==> src/core/lpm_pkg.sv <==
// Shared constants of the LED driver monitor and protection block.
package lpm_pkg;
  localparam int unsigned CLK_MHZ = 100;
  localparam int unsigned AXI_AW = 8;
  // Register indices; byte address is four times the index.
  localparam logic [3:0] IDX_CODE_A = 4'h0;
  localparam logic [3:0] IDX_CODE_B = 4'h1;
  localparam logic [3:0] IDX_CODE_C = 4'h2;
  localparam logic [3:0] IDX_TLIM = 4'h3;
  localparam logic [3:0] IDX_MEAS = 4'h4;
  localparam logic [3:0] IDX_CTRL = 4'h5;
  localparam logic [3:0] IDX_STATUS = 4'h6;
  localparam logic [3:0] IDX_MASK = 4'h7;
  localparam logic [3:0] IDX_STATE = 4'h8;
  localparam logic [3:0] IDX_UVTH = 4'h9;
  // Field positions.
  localparam int unsigned TLIM_EN_LSB = 4;
  localparam int unsigned MEAS_GAIN_LSB = 4;
  localparam int unsigned MEAS_CAL_BIT = 6;
  localparam int unsigned CTRL_EN_BIT = 0;
  localparam int unsigned ST_WARN = 0;
  localparam int unsigned ST_TSD = 1;
  localparam int unsigned ST_BATLOW = 2;
  localparam int unsigned ST_UNDERVOLTAGE_LOCKOUT = 3;
  localparam int unsigned NFLAGS = 4;
  // Reset values.
  localparam logic [9:0] RST_CODE = 10'h000;
  localparam logic [6:0] RST_TLIM = 7'h00;
  localparam logic [6:0] RST_MEAS = 7'h08;
  localparam logic [3:0] RST_MASK = 4'h0;
  localparam logic [7:0] RST_UVTH = 8'h00;
  // Encodings.
  localparam logic [3:0] MEAS_NONE = 4'h8;
  localparam logic [3:0] MEAS_LAST = 4'h9;
  localparam logic [7:0] UVTH_MAX = 8'h1f;
  localparam logic [1:0] RESP_OKAY = 2'b00;
  localparam logic [1:0] RESP_SLVERR = 2'b10;
  // Timing.
  localparam int unsigned PARK_US = 100;
  localparam int unsigned PARK_CYC = PARK_US * CLK_MHZ;
  localparam int unsigned DISCH_US = 10;
  localparam int unsigned DISCH_CYC = DISCH_US * CLK_MHZ;
  localparam int unsigned SEQ_CW = 16;
endpackage

==> src/core/lpm_strobe.sv <==
// Colour strobe decoder: switch closure and current code selection.
`timescale 1ns/100ps
module lpm_strobe
  import lpm_pkg::*;
(
  input wire logic clock, // System clock.
  input wire logic rst, // Asynchronous reset.
  input wire logic [1:0] colour_select, // 0 none, 1..3 switch a..c.
  input wire logic [29:0] switch_current_code, // Codes c, b, a.
  output logic [2:0] led_switch, // Closed switches c, b, a.
  output logic [9:0] current_code // Code of the closed switch.
);
  genvar i;
  generate
    for (i = 0; i < 3; i++) begin : g_sw
      always_ff @(posedge clock or posedge rst) begin
        if (rst) begin
          led_switch[i] <= 1'b0;
        end else begin
          led_switch[i] <= colour_select == 2'(i + 1);
        end
      end
    end
  endgenerate

  always_ff @(posedge clock or posedge rst) begin
    if (rst) begin
      current_code <= RST_CODE;
    end else if (colour_select == 2'd0) begin
      current_code <= RST_CODE;
    end else begin
      current_code <= switch_current_code[10*(colour_select-1) +: 10];
    end
  end

  strobe_sel_a: assert property (@(posedge clock) disable iff (rst)
    colour_select == 2'd2 |=> led_switch == 3'b010)
    else $error("switch b not closed for colour two");
endmodule // lpm_strobe

==> src/core/lpm_top.sv <==
// LED driver control, measurement setup and protection with AXI4-Lite.
`timescale 1ns/100ps
module lpm_top
  import lpm_pkg::*;
#(
  parameter int unsigned PARK_CYCLES = PARK_CYC
)(
  input wire logic clock, // 100 MHz system clock.
  input wire logic rst, // Asynchronous reset, active high.
  input wire logic [AXI_AW-1:0] s_axi_awaddr, // Write address.
  input wire logic s_axi_awvalid, // Write address valid.
  output logic s_axi_awready, // Write address ready.
  input wire logic [31:0] s_axi_wdata, // Write data.
  input wire logic [3:0] s_axi_wstrb, // Write byte strobes.
  input wire logic s_axi_wvalid, // Write data valid.
  output logic s_axi_wready, // Write data ready.
  output logic [1:0] s_axi_bresp, // Write response.
  output logic s_axi_bvalid, // Write response valid.
  input wire logic s_axi_bready, // Write response ready.
  input wire logic [AXI_AW-1:0] s_axi_araddr, // Read address.
  input wire logic s_axi_arvalid, // Read address valid.
  output logic s_axi_arready, // Read address ready.
  output logic [31:0] s_axi_rdata, // Read data.
  output logic [1:0] s_axi_rresp, // Read response.
  output logic s_axi_rvalid, // Read data valid.
  input wire logic s_axi_rready, // Read data ready.
  input wire logic [1:0] colour_select, // Colour strobe code.
  input wire logic power_on_request, // Power-on request pin.
  input wire logic temp_warn, // Junction above warning level.
  input wire logic temp_shutdown, // Junction above shutdown level.
  input wire logic battery_low, // Battery below low-battery level.
  input wire logic battery_below_uv, // Battery below programmed level.
  input wire logic battery_released, // Input above release level.
  output logic [2:0] led_switch, // Closed switches c, b, a.
  output logic [9:0] led_current_code, // Code driving regulation.
  output logic [3:0] transient_limit_level, // Transient limit level.
  output logic [2:0] transient_limit_enable, // Per-switch enables.
  output logic [9:0] meas_route, // One-hot measurement route.
  output logic [1:0] meas_gain, // Amplifier gain code.
  output logic meas_cal_disable, // Calibration disable.
  output logic [4:0] uv_threshold_code, // Undervoltage level code.
  output logic rails_enable, // Mirror and LED rails on.
  output logic standby, // Device in standby.
  output logic mirror_park, // Mirror park phase.
  output logic mirror_discharge, // Fast discharge of mirror supplies.
  output logic irq_out_n, // Interrupt pin drive level.
  output logic irq_oe // Interrupt pin output enable.
);
  logic [9:0] switch_current_code [3];
  logic [6:0] transient_limit_reg;
  logic [6:0] meas_cfg;
  logic mirror_supply_enable;
  logic [NFLAGS-1:0] status;
  logic [NFLAGS-1:0] mask;
  logic [7:0] undervoltage_threshold;
  logic lockout;
  logic por_prev;
  logic aw_held;
  logic w_held;
  logic [AXI_AW-1:0] aw_addr;
  logic [31:0] w_data;
  logic [3:0] w_strb;
  logic do_write;
  logic [3:0] wr_idx;
  logic [31:0] wr_word;
  logic uv_event;
  logic por_rise;
  logic [NFLAGS-1:0] flag_set;
  logic seq_park;
  logic seq_disch;

  function automatic logic hit(input logic [AXI_AW-1:0] a);
    return a[AXI_AW-1:2] <= (AXI_AW-2)'(MEAS_LAST) && a[1:0] == 2'b00;
  endfunction

  function automatic logic [31:0] merge(input logic [31:0] old,
                                        input logic [31:0] d,
                                        input logic [3:0] s);
    logic [31:0] r;
    r = old;
    for (int b = 0; b < 4; b++) begin
      if (s[b]) begin
        r[8*b +: 8] = d[8*b +: 8];
      end
    end
    return r;
  endfunction

  function automatic logic [31:0] rd(input logic [3:0] idx);
    logic [31:0] v;
    v = 32'h0000_0000;
    unique case (idx)
      IDX_CODE_A: v[9:0] = switch_current_code[0];
      IDX_CODE_B: v[9:0] = switch_current_code[1];
      IDX_CODE_C: v[9:0] = switch_current_code[2];
      IDX_TLIM: v[6:0] = transient_limit_reg;
      IDX_MEAS: v[6:0] = meas_cfg;
      IDX_CTRL: v[CTRL_EN_BIT] = mirror_supply_enable;
      IDX_STATUS: v[NFLAGS-1:0] = status;
      IDX_MASK: v[NFLAGS-1:0] = mask;
      IDX_STATE: v[4:0] = {seq_disch, seq_park, lockout, standby,
                           rails_enable};
      IDX_UVTH: v[7:0] = undervoltage_threshold;
      default: v = 32'h0000_0000;
    endcase
    return v;
  endfunction

  assign do_write = aw_held && w_held && !s_axi_bvalid;
  assign wr_idx = aw_addr[5:2];
  // A process, not an assign, so a register change re-merges the word.
  always_comb begin
    wr_word = merge(rd(wr_idx), w_data, w_strb);
  end
  assign uv_event = battery_below_uv && !lockout;
  assign por_rise = power_on_request && !por_prev;
  assign flag_set = {uv_event, battery_low, temp_shutdown, temp_warn};

  ////////////////////////////////////////////////////////////////////////////
  // AXI4-Lite write channel; address and data are taken in either order.
  always_ff @(posedge clock or posedge rst) begin
    if (rst) begin
      aw_held <= 1'b0;
      w_held <= 1'b0;
      aw_addr <= '0;
      w_data <= 32'h0000_0000;
      w_strb <= 4'h0;
      s_axi_awready <= 1'b1;
      s_axi_wready <= 1'b1;
      s_axi_bvalid <= 1'b0;
      s_axi_bresp <= RESP_OKAY;
    end else begin
      if (s_axi_awvalid && s_axi_awready) begin
        aw_held <= 1'b1;
        aw_addr <= s_axi_awaddr;
        s_axi_awready <= 1'b0;
      end
      if (s_axi_wvalid && s_axi_wready) begin
        w_held <= 1'b1;
        w_data <= s_axi_wdata;
        w_strb <= s_axi_wstrb;
        s_axi_wready <= 1'b0;
      end
      if (do_write) begin
        aw_held <= 1'b0;
        w_held <= 1'b0;
        s_axi_bvalid <= 1'b1;
        s_axi_bresp <= hit(aw_addr) ? RESP_OKAY : RESP_SLVERR;
      end
      if (s_axi_bvalid && s_axi_bready) begin
        s_axi_bvalid <= 1'b0;
        s_axi_awready <= 1'b1;
        s_axi_wready <= 1'b1;
      end
    end
  end

  // Read channel; data is one cycle after the address is taken.
  always_ff @(posedge clock or posedge rst) begin
    if (rst) begin
      s_axi_arready <= 1'b1;
      s_axi_rvalid <= 1'b0;
      s_axi_rdata <= 32'h0000_0000;
      s_axi_rresp <= RESP_OKAY;
    end else if (s_axi_arvalid && s_axi_arready) begin
      s_axi_arready <= 1'b0;
      s_axi_rvalid <= 1'b1;
      s_axi_rdata <= hit(s_axi_araddr) ? rd(s_axi_araddr[5:2]) : '0;
      s_axi_rresp <= hit(s_axi_araddr) ? RESP_OKAY : RESP_SLVERR;
    end else if (s_axi_rvalid && s_axi_rready) begin
      s_axi_rvalid <= 1'b0;
      s_axi_arready <= 1'b1;
    end
  end

  ////////////////////////////////////////////////////////////////////////////
  // Configuration registers.
  always_ff @(posedge clock or posedge rst) begin
    if (rst) begin
      for (int k = 0; k < 3; k++) begin
        switch_current_code[k] <= RST_CODE;
      end
      transient_limit_reg <= RST_TLIM;
      meas_cfg <= RST_MEAS;
      mask <= RST_MASK;
      undervoltage_threshold <= RST_UVTH;
    end else if (do_write && hit(aw_addr)) begin
      unique case (wr_idx)
        IDX_CODE_A: switch_current_code[0] <= wr_word[9:0];
        IDX_CODE_B: switch_current_code[1] <= wr_word[9:0];
        IDX_CODE_C: switch_current_code[2] <= wr_word[9:0];
        IDX_TLIM: transient_limit_reg <= wr_word[6:0];
        IDX_MEAS: begin
          meas_cfg <= wr_word[6:0];
          if (wr_word[3:0] > MEAS_LAST) begin
            meas_cfg[3:0] <= MEAS_NONE;
          end
        end
        IDX_MASK: mask <= wr_word[NFLAGS-1:0];
        IDX_UVTH: undervoltage_threshold <=
          wr_word[7:0] > UVTH_MAX ? UVTH_MAX : wr_word[7:0];
        default: ;
      endcase
    end
  end

  ////////////////////////////////////////////////////////////////////////////
  // Mirror supply enable; hardware faults override a software write.
  always_ff @(posedge clock or posedge rst) begin
    if (rst) begin
      mirror_supply_enable <= 1'b0;
    end else if (temp_shutdown || uv_event) begin
      mirror_supply_enable <= 1'b0;
    end else if (do_write && hit(aw_addr) && wr_idx == IDX_CTRL &&
                 !lockout) begin
      mirror_supply_enable <= wr_word[CTRL_EN_BIT];
    end
  end

  // Lockout after undervoltage, left only on a request toggle.
  always_ff @(posedge clock or posedge rst) begin
    if (rst) begin
      lockout <= 1'b0;
      por_prev <= 1'b0;
    end else begin
      por_prev <= power_on_request;
      if (uv_event) begin
        lockout <= 1'b1;
      end else if (por_rise && battery_released && !seq_park &&
                   !seq_disch) begin
        lockout <= 1'b0;
      end
    end
  end

  lpm_uv_seq #(
    .PARK_CYCLES(PARK_CYCLES)
  ) u_seq (
    .clock(clock),
    .rst(rst),
    .start(uv_event),
    .parking(seq_park),
    .discharging(seq_disch)
  );

  // Rails stay up through the park phase so the mirrors can settle.
  always_ff @(posedge clock or posedge rst) begin
    if (rst) begin
      rails_enable <= 1'b0;
      standby <= 1'b1;
      mirror_park <= 1'b0;
      mirror_discharge <= 1'b0;
    end else begin
      rails_enable <= (mirror_supply_enable && power_on_request &&
                       !temp_shutdown && !lockout) ||
                      (rails_enable && lockout && !seq_disch &&
                       !temp_shutdown);
      standby <= lockout || !mirror_supply_enable;
      mirror_park <= seq_park;
      mirror_discharge <= seq_disch;
    end
  end

  ////////////////////////////////////////////////////////////////////////////
  // Sticky event flags, write one to clear; a new event wins over a clear.
  always_ff @(posedge clock or posedge rst) begin
    if (rst) begin
      status <= '0;
    end else if (do_write && hit(aw_addr) && wr_idx == IDX_STATUS) begin
      status <= (status & ~wr_word[NFLAGS-1:0]) | flag_set;
    end else begin
      status <= status | flag_set;
    end
  end

  always_ff @(posedge clock or posedge rst) begin
    if (rst) begin
      irq_out_n <= 1'b1;
      irq_oe <= 1'b0;
    end else begin
      irq_out_n <= ~|(status & mask);
      irq_oe <= |(status & mask);
    end
  end

  ////////////////////////////////////////////////////////////////////////////
  // Outputs for the analog front end and limiter.
  always_ff @(posedge clock or posedge rst) begin
    if (rst) begin
      transient_limit_level <= RST_TLIM[3:0];
      transient_limit_enable <= RST_TLIM[6:4];
      meas_route <= '0;
      meas_gain <= RST_MEAS[5:4];
      meas_cal_disable <= 1'b0;
      uv_threshold_code <= RST_UVTH[4:0];
    end else begin
      transient_limit_level <= transient_limit_reg[3:0];
      transient_limit_enable <= transient_limit_reg[TLIM_EN_LSB +: 3];
      meas_route <= 10'(1) << meas_cfg[3:0];
      if (meas_cfg[3:0] == MEAS_NONE) begin
        meas_route <= '0;
      end
      meas_gain <= meas_cfg[MEAS_GAIN_LSB +: 2];
      meas_cal_disable <= meas_cfg[MEAS_CAL_BIT];
      uv_threshold_code <= undervoltage_threshold[4:0];
    end
  end

  lpm_strobe u_strobe (
    .clock(clock),
    .rst(rst),
    .colour_select(colour_select),
    .switch_current_code({switch_current_code[2], switch_current_code[1],
                          switch_current_code[0]}),
    .led_switch(led_switch),
    .current_code(led_current_code)
  );

  ////////////////////////////////////////////////////////////////////////////
  tsd_rails_a: assert property (@(posedge clock) disable iff (rst)
    temp_shutdown |=> !rails_enable && status[ST_TSD])
    else $error("rails up or flag clear after thermal shutdown");
  warn_flag_a: assert property (@(posedge clock) disable iff (rst)
    temp_warn && !temp_shutdown && !uv_event && !do_write &&
    mirror_supply_enable |=> status[ST_WARN] && mirror_supply_enable)
    else $error("warning flag missing or enable dropped");
  cool_off_a: assert property (@(posedge clock) disable iff (rst)
    !mirror_supply_enable && !rails_enable |=> !rails_enable)
    else $error("rails on without the enable bit");
  batlow_flag_a: assert property (@(posedge clock) disable iff (rst)
    battery_low |=> status[ST_BATLOW])
    else $error("low battery flag not set");
  uv_event_a: assert property (@(posedge clock) disable iff (rst)
    uv_event |=> !mirror_supply_enable && lockout && status[ST_UNDERVOLTAGE_LOCKOUT]
    ##2 mirror_park)
    else $error("undervoltage response incomplete");
  uvth_range_a: assert property (@(posedge clock) disable iff (rst)
    undervoltage_threshold <= UVTH_MAX)
    else $error("undervoltage threshold beyond last step");
  uv_hold_a: assert property (@(posedge clock) disable iff (rst)
    lockout && !battery_released |=> lockout)
    else $error("lockout left before voltage release");
  meas_none_a: assert property (@(posedge clock) disable iff (rst)
    meas_cfg[3:0] == MEAS_NONE |=> meas_route == 10'h000)
    else $error("no-connect code routed an input");
  irq_pin_a: assert property (@(posedge clock) disable iff (rst)
    |(status & mask) |=> irq_oe && !irq_out_n)
    else $error("interrupt pin not pulled low");
  code_sel_a: assert property (@(posedge clock) disable iff (rst)
    colour_select == 2'd1 |=> led_current_code ==
    $past(switch_current_code[0]))
    else $error("wrong current code for switch a");
endmodule // lpm_top

==> src/core/lpm_uv_seq.sv <==
// Undervoltage shutdown sequencer: mirror park delay then fast discharge.
`timescale 1ns/100ps
module lpm_uv_seq
  import lpm_pkg::*;
#(
  parameter int unsigned PARK_CYCLES = PARK_CYC
)(
  input wire logic clock, // System clock.
  input wire logic rst, // Asynchronous reset.
  input wire logic start, // One-cycle undervoltage event.
  output logic parking, // Mirrors are being parked.
  output logic discharging // Fast discharge of mirror supplies.
);
  typedef enum logic [2:0] {
    SQ_IDLE = 3'b001,
    SQ_PARK = 3'b010,
    SQ_DISCH = 3'b100
  } lpm_seq_e;
  lpm_seq_e state;
  logic [SEQ_CW-1:0] count;

  always_ff @(posedge clock or posedge rst) begin
    if (rst) begin
      state <= SQ_IDLE;
      count <= '0;
    end else begin
      unique case (state)
        SQ_IDLE: begin
          if (start) begin
            state <= SQ_PARK;
            count <= SEQ_CW'(PARK_CYCLES - 1);
          end
        end
        SQ_PARK: begin
          if (count == '0) begin
            state <= SQ_DISCH;
            count <= SEQ_CW'(DISCH_CYC - 1);
          end else begin
            count <= count - 1'b1;
          end
        end
        SQ_DISCH: begin
          if (count == '0) begin
            state <= SQ_IDLE;
          end else begin
            count <= count - 1'b1;
          end
        end
        default: state <= SQ_IDLE;
      endcase
    end
  end

  always_ff @(posedge clock or posedge rst) begin
    if (rst) begin
      parking <= 1'b0;
      discharging <= 1'b0;
    end else begin
      parking <= state == SQ_PARK && count != '0;
      discharging <= (state == SQ_PARK && count == '0) ||
                     (state == SQ_DISCH && count != '0);
    end
  end

  park_first_a: assert property (@(posedge clock) disable iff (rst)
    $rose(discharging) |-> $past(parking))
    else $error("discharge began without a park phase");
endmodule // lpm_uv_seq

==> config.mk <==
export PLATFORM = sky130hd
export DESIGN_NAME = lpm_top
export DESIGN_NICKNAME = d
export VERILOG_FILES = /design/src/core/lpm_pkg.sv /design/src/core/lpm_strobe.sv /design/src/core/lpm_top.sv /design/src/core/lpm_uv_seq.sv
export SDC_FILE = /design/constraint.sdc
export NUM_CORES = 1
export LEC_CHECK = 0
export ABC_CLOCK_PERIOD_IN_PS = 7100
export BUFFER_PORTS_ARGS = -buffer_cell sky130_fd_sc_hd__buf_2
export CAP_MARGIN = 15
export CORE_MARGIN = 2
export CORE_UTILIZATION = 25
export DETAILED_ROUTE_END_ITERATION = 10
export PLACE_DENSITY_LB_ADDON = 0.12
export SLEW_MARGIN = 20
export SYNTH_ARGS = -nofsm -noshare
export SYNTH_HDL_FRONTEND = slang
export SYNTH_SLANG_ARGS = --single-unit
==> constraint.sdc <==
create_clock -name clock -period 7.1 [get_ports clock]
set_clock_uncertainty 0.2 [all_clocks]
set_input_delay 2.13 -clock clock [delete_from_list [all_inputs] [get_ports clock]]
set_output_delay 2.13 -clock clock [all_outputs]
set_load 0.02 [all_outputs]
After elaboration in Yosys (flattened, before gate mapping)
Cells that the tools add are included.
- register bits: 191
- bits of input ports: 67
- output and inout port bits: 85
- logic and storage cells: 200
- $add $sub $neg: 2
- multipliers: 1
- order comparisons: 4
- equal/unequal tests: 29
- shift-type cells: 2
- muxes and demuxes: 48
- bitwise operators: 5
- reduce and logical (&&, ||, !) cells: 65
- operator list (kind ; number):
    3-bit one-hot mux with 9 select lines ; 2
    16-bit two-way mux ; 3
    16-bit one-hot mux with 3 select lines ; 1
    30-bit by 33-bit indexed part select with 10-bit output ; 1
    4-bit by 3-bit == test with 1-bit output, second input constant ; 8
    3-bit by 32-bit multiplier with 31-bit output, first input constant ; 1
    10-bit two-way mux ; 3
    1-bit logical AND ; 27
    2-bit one-hot mux with 6 select lines ; 2
    4-bit == test, second input constant ; 5
    1-bit one-hot mux with 10 select lines ; 2
    1-bit two-way mux ; 18
    4-bit by 2-bit == test with 1-bit output, second input constant ; 4
    16-bit zero test ; 1
    8-bit two-way mux ; 2
    16-bit nonzero test ; 1
    2-bit nonzero test ; 8
    16-bit by 1-bit subtractor with 16-bit output, second input constant ; 1
    1-bit one-hot mux with 7 select lines ; 2
    2-bit AND reduction ; 7
    6-bit by 4-bit less-or-equal comparator with 1-bit output, second input constant ; 2
    1-bit by 4-bit << shifter with 10-bit output, first input constant ; 1
    3-bit two-way mux ; 3
    3-bit one-hot mux with 3 select lines ; 1
    26 further kinds ; 50

Logic depth before layout (Yosys ltp)
Gate-level depths: netlist (run 1).
- depth after elaboration: 7
- mapped depth: 10
- mapped depth without buffers: 9

Hierarchy
From an unflattened synthesis (run 1), not the netlist that was laid out.
- cell total of the unflattened synthesis: 836
- area total of the unflattened synthesis: 9066.2 um2
- modules (own cells, without submodules) (module ; instances ; cells an instance ; area an instance (um2) ; sequential area each (um2)):
    lpm_top ; 1 ; 577 ; 6585.1 ; 3335.7
    lpm_uv_seq ; 1 ; 162 ; 1441.4 ; 526.8
    lpm_strobe ; 1 ; 97 ; 1039.7 ; 325.3

Worst setup path before layout (run 1)
OpenSTA, ideal clock, no wires.
- kind: input to register
- start point: input port colour_select[0]
- end point: register u_strobe.current_code[2]
- library setup time: 0.132 ns
- data arrival time: 3.840 ns
- data required time: 6.768 ns
- slack: 2.928 ns
- cell stages on the path: 7
- buffers on the path: 2
- path through: clkbuf_1 -> inv_1 -> ha_1 -> clkbuf_1 -> mux4_2 -> a21oi_1 -> nor2_1
- longest elaborated chain between the ends: 4
- elaborated cells between the ends (all ways): 5
- classes of those cells: add/sub (1); mul (1); shift (1); mux (1); reduce/logical (1)
- RTL lines (element ; RTL line ; source):
    start, declared ; lpm_top.sv:27 ; input wire logic [1:0] colour_select,
    2-bit by 1-bit subtractor with 3-bit output ; lpm_strobe.sv:32 ; current_code <= switch_current_code[10*(colour_select-1) +: 10];
    3-bit by 32-bit multiplier with 31-bit output ; lpm_strobe.sv:32 ;
    30-bit by 33-bit indexed part select with 10-bit output ; lpm_strobe.sv:32 ;
    10-bit two-way mux * ; lpm_strobe.sv:29 ; end else if (colour_select == 2'd0) begin
    end signal, assigned ; lpm_strobe.sv:32 ;
    end, declared ; lpm_strobe.sv:11 ; output logic [9:0] current_code
Every way passes the cells marked *; elsewhere a longest branch is shown, timed or not.
A chain may end at the register's enable or synchronous reset.

Final worst setup path (run 1)
Same ends and word-level chain as after synthesis.

==> results by group, run 1 <==
Detailed routing
  – Via Count: 6401
  – WL/cell: 19.7 um
  – Vias/cell: 4.70
  – 1st-iter DRT viols: 515
  – Routed wire length: 26.8 mm
  – Antenna-violating nets left: 0
  – Drt pass-1 iters: 5
  – Residual DRC: 0

Setup path
  – CP Max Fanout: 27
  – Critical path launch point type: input pin
  – Worst setup EP type: flip-flop
  – CP bufs+invs: 2
  – WP data required: 7.19 ns
  – CP delay by family, top: buffers and inverters
  – Max stage delay on crit path: 0.75 ns
  – Setup CP Type: input pin to flip-flop
  – Worst-path cell chain: buf_2 > inv_1 > ha_1 > mux4_2 > a21oi_1 > nor2_1
  – Worst path depth: 6
  – Slowest CP cell: ha_1
  – R2R cell count: 5
  – CP arrival: 4.48 ns

Final layout
  – # fillers: 3610
  – Fin util: 29.5%
  – Share of cells above drive strength 1: 25.5%
  – Final-stage net count: 973
  – Max reg flops: 30
  – Synth-to-layout area growth: 15.9%
  – Biggest register: switch_current_code
  – Largest regs: switch_current_code (30), u_seq.count (16)

Global routing
  – Initial antenna violation count: 2
  – Number of global-route vias before repair: 6499
  – GRT Util Overall: 15.5%
  – First-pass GRT wire length: 41.4 mm
  – Grt ovf: 0
  – Pin count of the biggest net entering global routing: 86

Clock network
  – CTS tree: built
  – Clk_lat worst skew: 0.44 ns
  – Post-cts resize count: 0
  – Clock tree sinks: 167
  – Cts hold-fix bufs: 0
  – H-Tree Depth: 4
  – Clock buffer count from CTS: 17
  – Clock Tree Buf Depth: 2
  – Worst-path clk slew: 0.06 ns
  – Post-CTS setup buffers: 0
  – Clock Tree Root: clkbuf_16

Place
  – Buffers added on ports: 103
  – Pre-CTS WS: 2.25 ns
  – Dpl hpwl: 18.7 mm
  – Gpl congestion: 0.784

Yosys
  – Number of synthesized flops with an enable pin: 0
  – Avg Cell Area, Syn: 10.5 um2
  – Top cells by count, synth: dfrtp_1 (160), nor2_1 (63), mux2_2 (61)
  – Synth Area in XOR/XNOR: 0%
  – Largest family of logic cells by synthesized area: compound AO/OA/AOI/OAI gates
  – Synth top area cells: dfrtp_1 (47%), mux2_2 (8.0%), mux2i_1 (5.1%)
  – Complex-gate fraction of the synthesized area: 14.9%
  – Mapped Area: 0.00859 mm2
  – Simple-gate area share of the yosys netlist: 14.5%
  – Async set-reset flop share out of synthesis: 100%
  – Adder and majority cell fraction of the synthesized area: 1.02%
  – Mux cell area share after synthesis: 14.6%
  – Synth cell types: 78
  – Post-synthesis sequential area ratio: 48.8%
  – Post-synth top area cell: dfrtp_1
  – Most common cell in the netlist: dfrtp_1
  – Top FF cell, synth: dfrtp_1
  – YS warnings: 0
  – Post-synthesis cell count: 816
  – Flops & latches, synth: 167
  – Yosys top cell area share: 46.6%

Die
  – Row cnt: 67
  – IO Count: 152
  – Die ar.: 0.0359 mm2
  – Core area: 0.0337 mm2
  – Initial Util: 25.5%
  – Die Ht: 189 um
  – Overall die width: 189 um

STA
  – Tightest Pin Transition: 1.00 ns
  – Final setup fails: 0
  – Final min period: 4.40 ns
  – Final Hold Fails: 0
  – Setup slack after layout: 2.70 ns
  – Final setup TNS: 0 ns
  – Crit share post-route: 62.0%
  – RSZ-0062 raised after global routing: no
  – Max Fclk: 227 MHz
  – Max-slew violations: 0
  – Normalized max-slew margin: 33.0%

Min path
  – Worst min path class: flip-flop to flip-flop
  – Worst hold stages: 0

Pwr
  – Power consumption: 3160 uW
  – Power Dens Cells: 317 mW/mm2
  – Pleak: 0.00450 uW
  – Worst VDD drop: 180 uV

Flow run
  – Max Cap Violations: 0

Status
  – Run status: finished clean
-- worst reg2reg max path, cell delays in order (launching register included) --
cell and delay [ns]:
dfrtp_1 0.70, buf_4 0.41, nor2b_1 0.60, and3_1 0.57, nor4b_2 0.69, a21oi_1 0.15
-- stage by stage --
step                area [um2]  std cells  hold slack [ns]
finish                    9950       1362            0.231
CTS                       9950       1360            0.227
detailed placement        9400       1328            0.218
global route              9950       1361            0.241
global placement          9400       1328            0.236
floorplan                 8680        840            0.169
-- path summary, 6_finish.rpt --
path | startpoint | to | slack (ns)
max | colour_select[0] | u_strobe.current_code[2]$_DFF_PP0_ | 2.70
min | transient_limit_reg[3]$_DFFE_PP0P_ | transient_limit_level[3]$_DFF_PP0_ | 0.23
max reg2reg | aw_addr[2]$_DFFE_PP0P_ | undervoltage_threshold[3]$_DFFE_PP0P_ | 3.64
min reg2reg | transient_limit_reg[3]$_DFFE_PP0P_ | transient_limit_level[3]$_DFF_PP0_ | 0.23
max in group asynchronous | rst | s_axi_arready$_DFFE_PP1P_ | 4.11
min in group asynchronous | rst | por_prev$_DFF_PP0_ | 1.64
-- per-layer routing --
| metal | share of wire, % | vias up | GRT usage [%] |
|---|---|---|---|
| met5 | 0 | - | 0 |
| met4 | 1.1 | 0 | 4.08 |
| met3 | 5.6 | 15 | 3.95 |
| met2 | 43 | 188 | 22.7 |
| met1 | 50 | 3130 | 22.5 |
| li1 | - | 3068 | - |
-- placed cells by master, fill, tap and decap left out, types with 8 or more instances in the layout --
master	count
dfrtp_1	160
nor4_1	10
o21ai_0	52
conb_1	25
a31oi_1	8
inv_1	30
nand2_1	60
nor2_1	63
nand2b_1	14
buf_2	103
nor2b_1	16
a21oi_1	48
nand3_1	11
nor3_1	19
mux2_2	61
a22oi_1	9
clkbuf_16	17
a22o_1	9
mux2i_1	44
-- area by class of cell --
cell class / instances / area, um2 / area share (%)
Sequential cell: 167 / 4190 / 42.1
Clock buffer: 23 / 468 / 4.70
Clock inverter: 9 / 78.8 / 0.792
Inverter: 32 / 126 / 1.27
Timing Repair Buffer: 107 / 558 / 5.61
Tap cell: 448 / 561 / 5.63
Multi-Input combinational cell: 574 / 3970 / 39.9
Antenna cell: 2 / 5.00 / 0.0503
-- kinds of logic (layout without fill, tap and decap cells) --
family / after synthesis / in the layout
AOI/OAI and AO/OA: 193 / 193
and+or+nand+nor: 238 / 238
adders and majority gates: 7 / 7
muxes: 111 / 111
DFF: 167 / 167
buffers and inverters: 99 / 171
other: 1 / 27
-- report_power, final --
part           internal [uW]  switching (uW)  total, uW
sequential              1130             247       1370
clock                    499             395        893
combinational            348             544        893
total                   1970            1190       3160
(Power assumes the default switching activity.)
==> run 2, diff against run 1 <==
--- a/config.mk
+++ b/config.mk
@@ -5,7 +5,7 @@
 export SDC_FILE = /design/constraint.sdc
 export NUM_CORES = 1
 export LEC_CHECK = 0
-export ABC_CLOCK_PERIOD_IN_PS = 7100
+export ABC_CLOCK_PERIOD_IN_PS = 3740
 export BUFFER_PORTS_ARGS = -buffer_cell sky130_fd_sc_hd__buf_2
 export CAP_MARGIN = 15
 export CORE_MARGIN = 2
==> constraint.sdc (replaced) <==
create_clock -name clock -period 3.74 [get_ports clock]
set_clock_uncertainty 0.2 [all_clocks]
set_input_delay 1.122 -clock clock [delete_from_list [all_inputs] [get_ports clock]]
set_output_delay 1.122 -clock clock [all_outputs]
set_load 0.02 [all_outputs]
==> results by group, run 2 (same netlist as run 1, synthesis figures left out) <==
Status
  – Run status: finished clean

Global routing
  – Grt ovf: 0
  – GRT Util Overall: 15.2%
  – First-pass GRT wire length: 40.9 mm
  – Initial antenna violation count: 0
  – Number of global-route vias before repair: 6394
  – Pin count of the biggest net entering global routing: 53

STA
  – RSZ-0062 raised after global routing: no
  – Final min period: 2.83 ns
  – Final Hold Fails: 0
  – Max Fclk: 353 MHz
  – Final setup TNS: 0 ns
  – Normalized max-slew margin: 44.7%
  – Crit share post-route: 75.6%
  – Max-slew violations: 0
  – Tightest Pin Transition: 0.830 ns
  – Final setup fails: 0

Pwr
  – Pleak: 0.00461 uW
  – Power Dens Cells: 609 mW/mm2
  – Worst VDD drop: 327 uV

Place
  – Gpl congestion: 0.767
  – Dpl hpwl: 19.3 mm
  – Buffers added on ports: 103
  – Post-Place Cells: 1345

Detailed routing
  – 1st-iter DRT viols: 414
  – Routed wire length: 26.9 mm
  – Vias/cell: 4.67
  – Antenna-violating nets left: 0
  – Via Count: 6441
  – Residual DRC: 0
  – WL/cell: 19.5 um
  – Drt pass-1 iters: 7

Final layout
  – Max reg flops: 30
  – Final non-filler cell total: 1378
  – Share of cells above drive strength 1: 27.2%
  – Commonest non-fill, non-tap cell in the layout: dfrtp_1
  – Synth-to-layout area growth: 18.1%
  – # fillers: 3622
  – Final-stage net count: 990
  – Most frequent cells in the layout: dfrtp_1 (159), buf_2 (103), nor2_1 (63)
  – Biggest register: switch_current_code
  – Largest regs: switch_current_code (30), u_seq.count (16)

Setup path
  – CP Max Fanout: 22
  – CP arrival: 2.95 ns
  – Critical path launch point type: flip-flop
  – Worst setup EP type: flip-flop
  – Setup CP Type: flip-flop to flip-flop
  – WP data required: 3.86 ns

Clock network
  – Post-cts resize count: 0
  – Worst-path clk slew: 0.07 ns
  – Clock Tree Root: clkbuf_16
  – Clock Tree Buf Depth: 2
  – Clock tree sinks: 167
  – Clk_lat worst skew: 0.44 ns
  – Post-CTS setup buffers: 0
  – Cts hold-fix bufs: 0
  – Clock buffer count from CTS: 17
  – H-Tree Depth: 4
  – CTS tree: built

Flow run
  – Max Cap Violations: 0

Die
  – Die Ht: 189 um
  – Core area: 0.0337 mm2
  – Row cnt: 67
  – Initial Util: 25.5%
  – Die ar.: 0.0359 mm2
  – Overall die width: 189 um
  – IO Count: 152

Min path
  – Worst min path class: flip-flop to flip-flop
-- run 2: critical path, cell delays in order, from the launching register on --
cell and delay, ns:
dfrtp_1 0.88, nor2b_1 0.23, a32oi_1 0.24, o21ai_0 0.11, mux2_2 0.38, or4b_1 0.48
o22a_1 0.19
-- run 2: power breakdown --
part | switching [uW] | internal, uW
Clock | 819 | 1010
Sequential | 494 | 2140
Combinational | 999 | 723
Total | 2310 | 3870
-- run 2: final cells by class --
| type | instances | area, um2 | area share [%] |
|---|---|---|---|
| Tap cell | 448 | 561 | 5.53 |
| Multi-Input combinational cell | 574 | 3960 | 39.1 |
| Timing Repair Buffer | 124 | 711 | 7.01 |
| Clock inverter | 14 | 165 | 1.63 |
| Inverter | 32 | 125 | 1.23 |
| Clock buffer | 18 | 429 | 4.23 |
| Antenna cell | 1 | 2.50 | 0.0247 |
| Sequential cell | 167 | 4190 | 41.3 |
-- run 2: per-stage QoR --
| stage | instance area, um2 | total power (uW) | hold slack [ns] | setup slack [ns] | utilization (%) |
|---|---|---|---|---|---|
| 5_1_grt | 10100 | 6540 | 0.275 | 0.736 | 30.1 |
| 3_5_place_dp | 9550 | 4390 | 0.230 | 0.640 | 28.3 |
| 3_3_place_gp | 9550 | 4390 | 0.257 | 0.643 | 28.3 |
| 4_1_cts | 10100 | 6270 | 0.252 | 0.692 | 30.1 |
| 2_1_floorplan | 8680 | 3730 | 0.169 | 0.297 | - |
| 6_report | 10100 | 6180 | 0.251 | 0.911 | 30.1 |
-- run 2: metal layers --
metal / vias up / GRT usage [%] / part of all wire, %
li1: 3098 / - / -
met5: - / 0 / 0
met4: 0 / 4.26 / 1.1
met2: 168 / 22.0 / 43
met1: 3158 / 22.5 / 51
met3: 17 / 3.60 / 5.3
-- run 2: final timing paths --
kind                                                    startpoint                               endpoint  slack [ns]  cells after the start
worst min-delay path            transient_limit_reg[3]$_DFFE_PP0P_     transient_limit_level[3]$_DFF_PP0_        0.25                      0
worst max-delay path                        aw_addr[4]$_DFFE_PP0P_  undervoltage_threshold[4]$_DFFE_PP0P_        0.91                      6
worst min register to register  transient_limit_reg[3]$_DFFE_PP0P_     transient_limit_level[3]$_DFF_PP0_        0.25                      0
max in group asynchronous                                      rst               s_axi_wready$_DFFE_PP1P_        1.96                      3
min in group asynchronous                                      rst             mirror_discharge$_DFF_PP0_        0.61                      2
worst max register to register              aw_addr[4]$_DFFE_PP0P_  undervoltage_threshold[4]$_DFFE_PP0P_        0.91                      6
==> run 3, diff against run 2 <==
--- a/config.mk
+++ b/config.mk
@@ -5,7 +5,7 @@
 export SDC_FILE = /design/constraint.sdc
 export NUM_CORES = 1
 export LEC_CHECK = 0
-export ABC_CLOCK_PERIOD_IN_PS = 3740
+export ABC_CLOCK_PERIOD_IN_PS = 2700
 export BUFFER_PORTS_ARGS = -buffer_cell sky130_fd_sc_hd__buf_2
 export CAP_MARGIN = 15
 export CORE_MARGIN = 2
==> constraint.sdc (replaced) <==
create_clock -name clock -period 2.7 [get_ports clock]
set_clock_uncertainty 0.2 [all_clocks]
set_input_delay 0.81 -clock clock [delete_from_list [all_inputs] [get_ports clock]]
set_output_delay 0.81 -clock clock [all_outputs]
set_load 0.02 [all_outputs]
==> results by group, run 3 (same netlist as run 1, synthesis figures left out) <==
Status
  – Run status: finished clean

Die
  – Initial Util: 25.5%
  – Row cnt: 67
  – IO Count: 152
  – Die Ht: 189 um
  – Overall die width: 189 um
  – Core area: 0.0337 mm2
  – Die ar.: 0.0359 mm2

Setup path
  – Worst-path cell chain: buf_4 > nand2b_1 > o32a_1 > o21ai_1 > mux2_4 > or4b_1 > o22a_1
  – Worst reg2reg path endpoint: undervoltage_threshold[4]$_DFFE_PP0P_
  – Max stage delay on crit path: 0.53 ns
  – CP delay by family, top: simple AND/OR/NAND/NOR gates
  – R2R cell count: 7
  – CP arrival: 2.57 ns
  – Setup CP Type: flip-flop to flip-flop
  – Reg2Reg Launch Point: aw_addr[3]$_DFFE_PP0P_
  – WP data required: 2.83 ns
  – Register-to-register setup slack: 0.26 ns
  – Worst setup EP type: flip-flop
  – Worst Setup SP: aw_addr[3]$_DFFE_PP0P_
  – CP Max Fanout: 10
  – Slowest CP cell: dfrtp_2
  – CP bufs+invs: 1
  – Critical path launch point type: flip-flop

Detailed routing
  – Drt pass-1 iters: 5
  – Via Count: 6629
  – Antenna-violating nets left: 0
  – 1st-iter DRT viols: 344
  – Routed wire length: 27.2 mm
  – Vias/cell: 4.68
  – WL/cell: 19.2 um
  – Residual DRC: 0

Clock network
  – Worst-path clk slew: 0.08 ns
  – Cts hold-fix bufs: 0
  – CTS tree: built
  – H-Tree Depth: 4
  – Clock tree sinks: 167
  – Clk_lat worst skew: 0.44 ns
  – Clock buffer count from CTS: 17
  – Clock Tree Root: clkbuf_16
  – Clock Tree Buf Depth: 2

Global routing
  – Initial antenna violation count: 3
  – Number of global-route vias before repair: 6644
  – Pin count of the biggest net entering global routing: 49
  – First-pass GRT wire length: 42.1 mm
  – GRT Util Overall: 15.7%
  – Grt ovf: 0

Min path
  – Worst min path class: input pin to async pin

STA
  – Normalized max-slew margin: 55.0%
  – Max Fclk: 410 MHz
  – Hold slack: 0.220 ns
  – Final Hold Fails: 0
  – Final min period: 2.44 ns
  – Tightest Pin Transition: 0.675 ns
  – Final setup fails: 0
  – Crit share post-route: 90.4%
  – RSZ-0062 raised after global routing: no
  – Max-slew violations: 0

Final layout
  – Synth-to-layout area growth: 21.3%
  – Biggest register: switch_current_code
  – Max reg flops: 30
  – Share of cells above drive strength 1: 30.2%
  – Cell area after layout: 0.0104 mm2
  – Commonest non-fill, non-tap cell in the layout: dfrtp_1
  – Final-stage net count: 1028
  – # fillers: 3549
  – Largest regs: switch_current_code (30), u_seq.count (16)
  – Most frequent cells in the layout: dfrtp_1 (158), buf_2 (103), nor2_1 (63)

Place
  – Post-DP Area: 0.00984 mm2
  – Gpl congestion: 0.793
  – Dpl hpwl: 20.0 mm
  – Buffers added on ports: 103

Pwr
  – Power Dens Cells: 825 mW/mm2
  – Worst VDD drop: 487 uV
  – Pleak: 0.00478 uW

Flow run
  – Max Cap Violations: 0
==> run 3: repair_timing <==
item	4_1_cts	5_1_grt
gates resized for setup	0	2
setup endpoints to repair	0	6
buffers inserted	0	0
endpoints found under the hold margin	0	0
==> run 3: metal layers <==
| metal | vias up | track usage, % | share of wire [%] |
|---|---|---|---|
| met3 | 20 | 3.61 | 5.0 |
| met1 | 3248 | 22.8 | 50 |
| li1 | 3178 | - | - |
| met5 | - | 0 | 0.099 |
| met4 | 4 | 3.76 | 1.2 |
| met2 | 179 | 23.4 | 44 |
==> run 3: power by group <==
part           switching [uW]  internal (uW)  total [uW]
clock network            1110           1300        2410
logic                    1530           1120        2650
registers                 572           2970        3540
total                    3220           5380        8600
==> run 3: worst max path at each step <==
stage                     depth (start not counted)  slack (ns)                               endpoint
after floorplan                                   1       -0.43                 aw_addr[0]$_DFFE_PP0P_
after global placement                            6        0.04     transient_limit_reg[4]$_DFFE_PP0P_
final                                             7        0.26  undervoltage_threshold[4]$_DFFE_PP0P_
after CTS                                         7        0.11                meas_cfg[0]$_DFFE_PP0P_
after global routing                              7        0.14  undervoltage_threshold[4]$_DFFE_PP0P_
after detailed placement                          8        0.07            u_seq.count[11]$_DFFE_PP0P_
==> run 3: layout make-up <==
cell class / instances / area, um2 / area share (%)
Antenna cell: 1 / 2.50 / 0.0240
Clock buffer: 18 / 429 / 4.12
Clock inverter: 14 / 140 / 1.35
Inverter: 32 / 125 / 1.20
Multi-Input combinational cell: 574 / 3960 / 38.0
Sequential cell: 167 / 4190 / 40.2
Tap cell: 448 / 561 / 5.38
Timing Repair Buffer: 162 / 1010 / 9.68
==> run 3: metrics by stage <==
stage          worst slack [ns]  power, uW  util, %  TNS (ns)  cells
3_3_place_gp             0.0377       6250     29.2         0   1383
3_5_place_dp             0.0675       6250     29.2         0   1383
2_1_floorplan            -0.431       5170        -    -68.97    840
4_1_cts                   0.110       8730     30.9         0   1415
5_1_grt                   0.139       9170     30.9         0   1415
6_report                  0.260       8600     30.9         0   1416
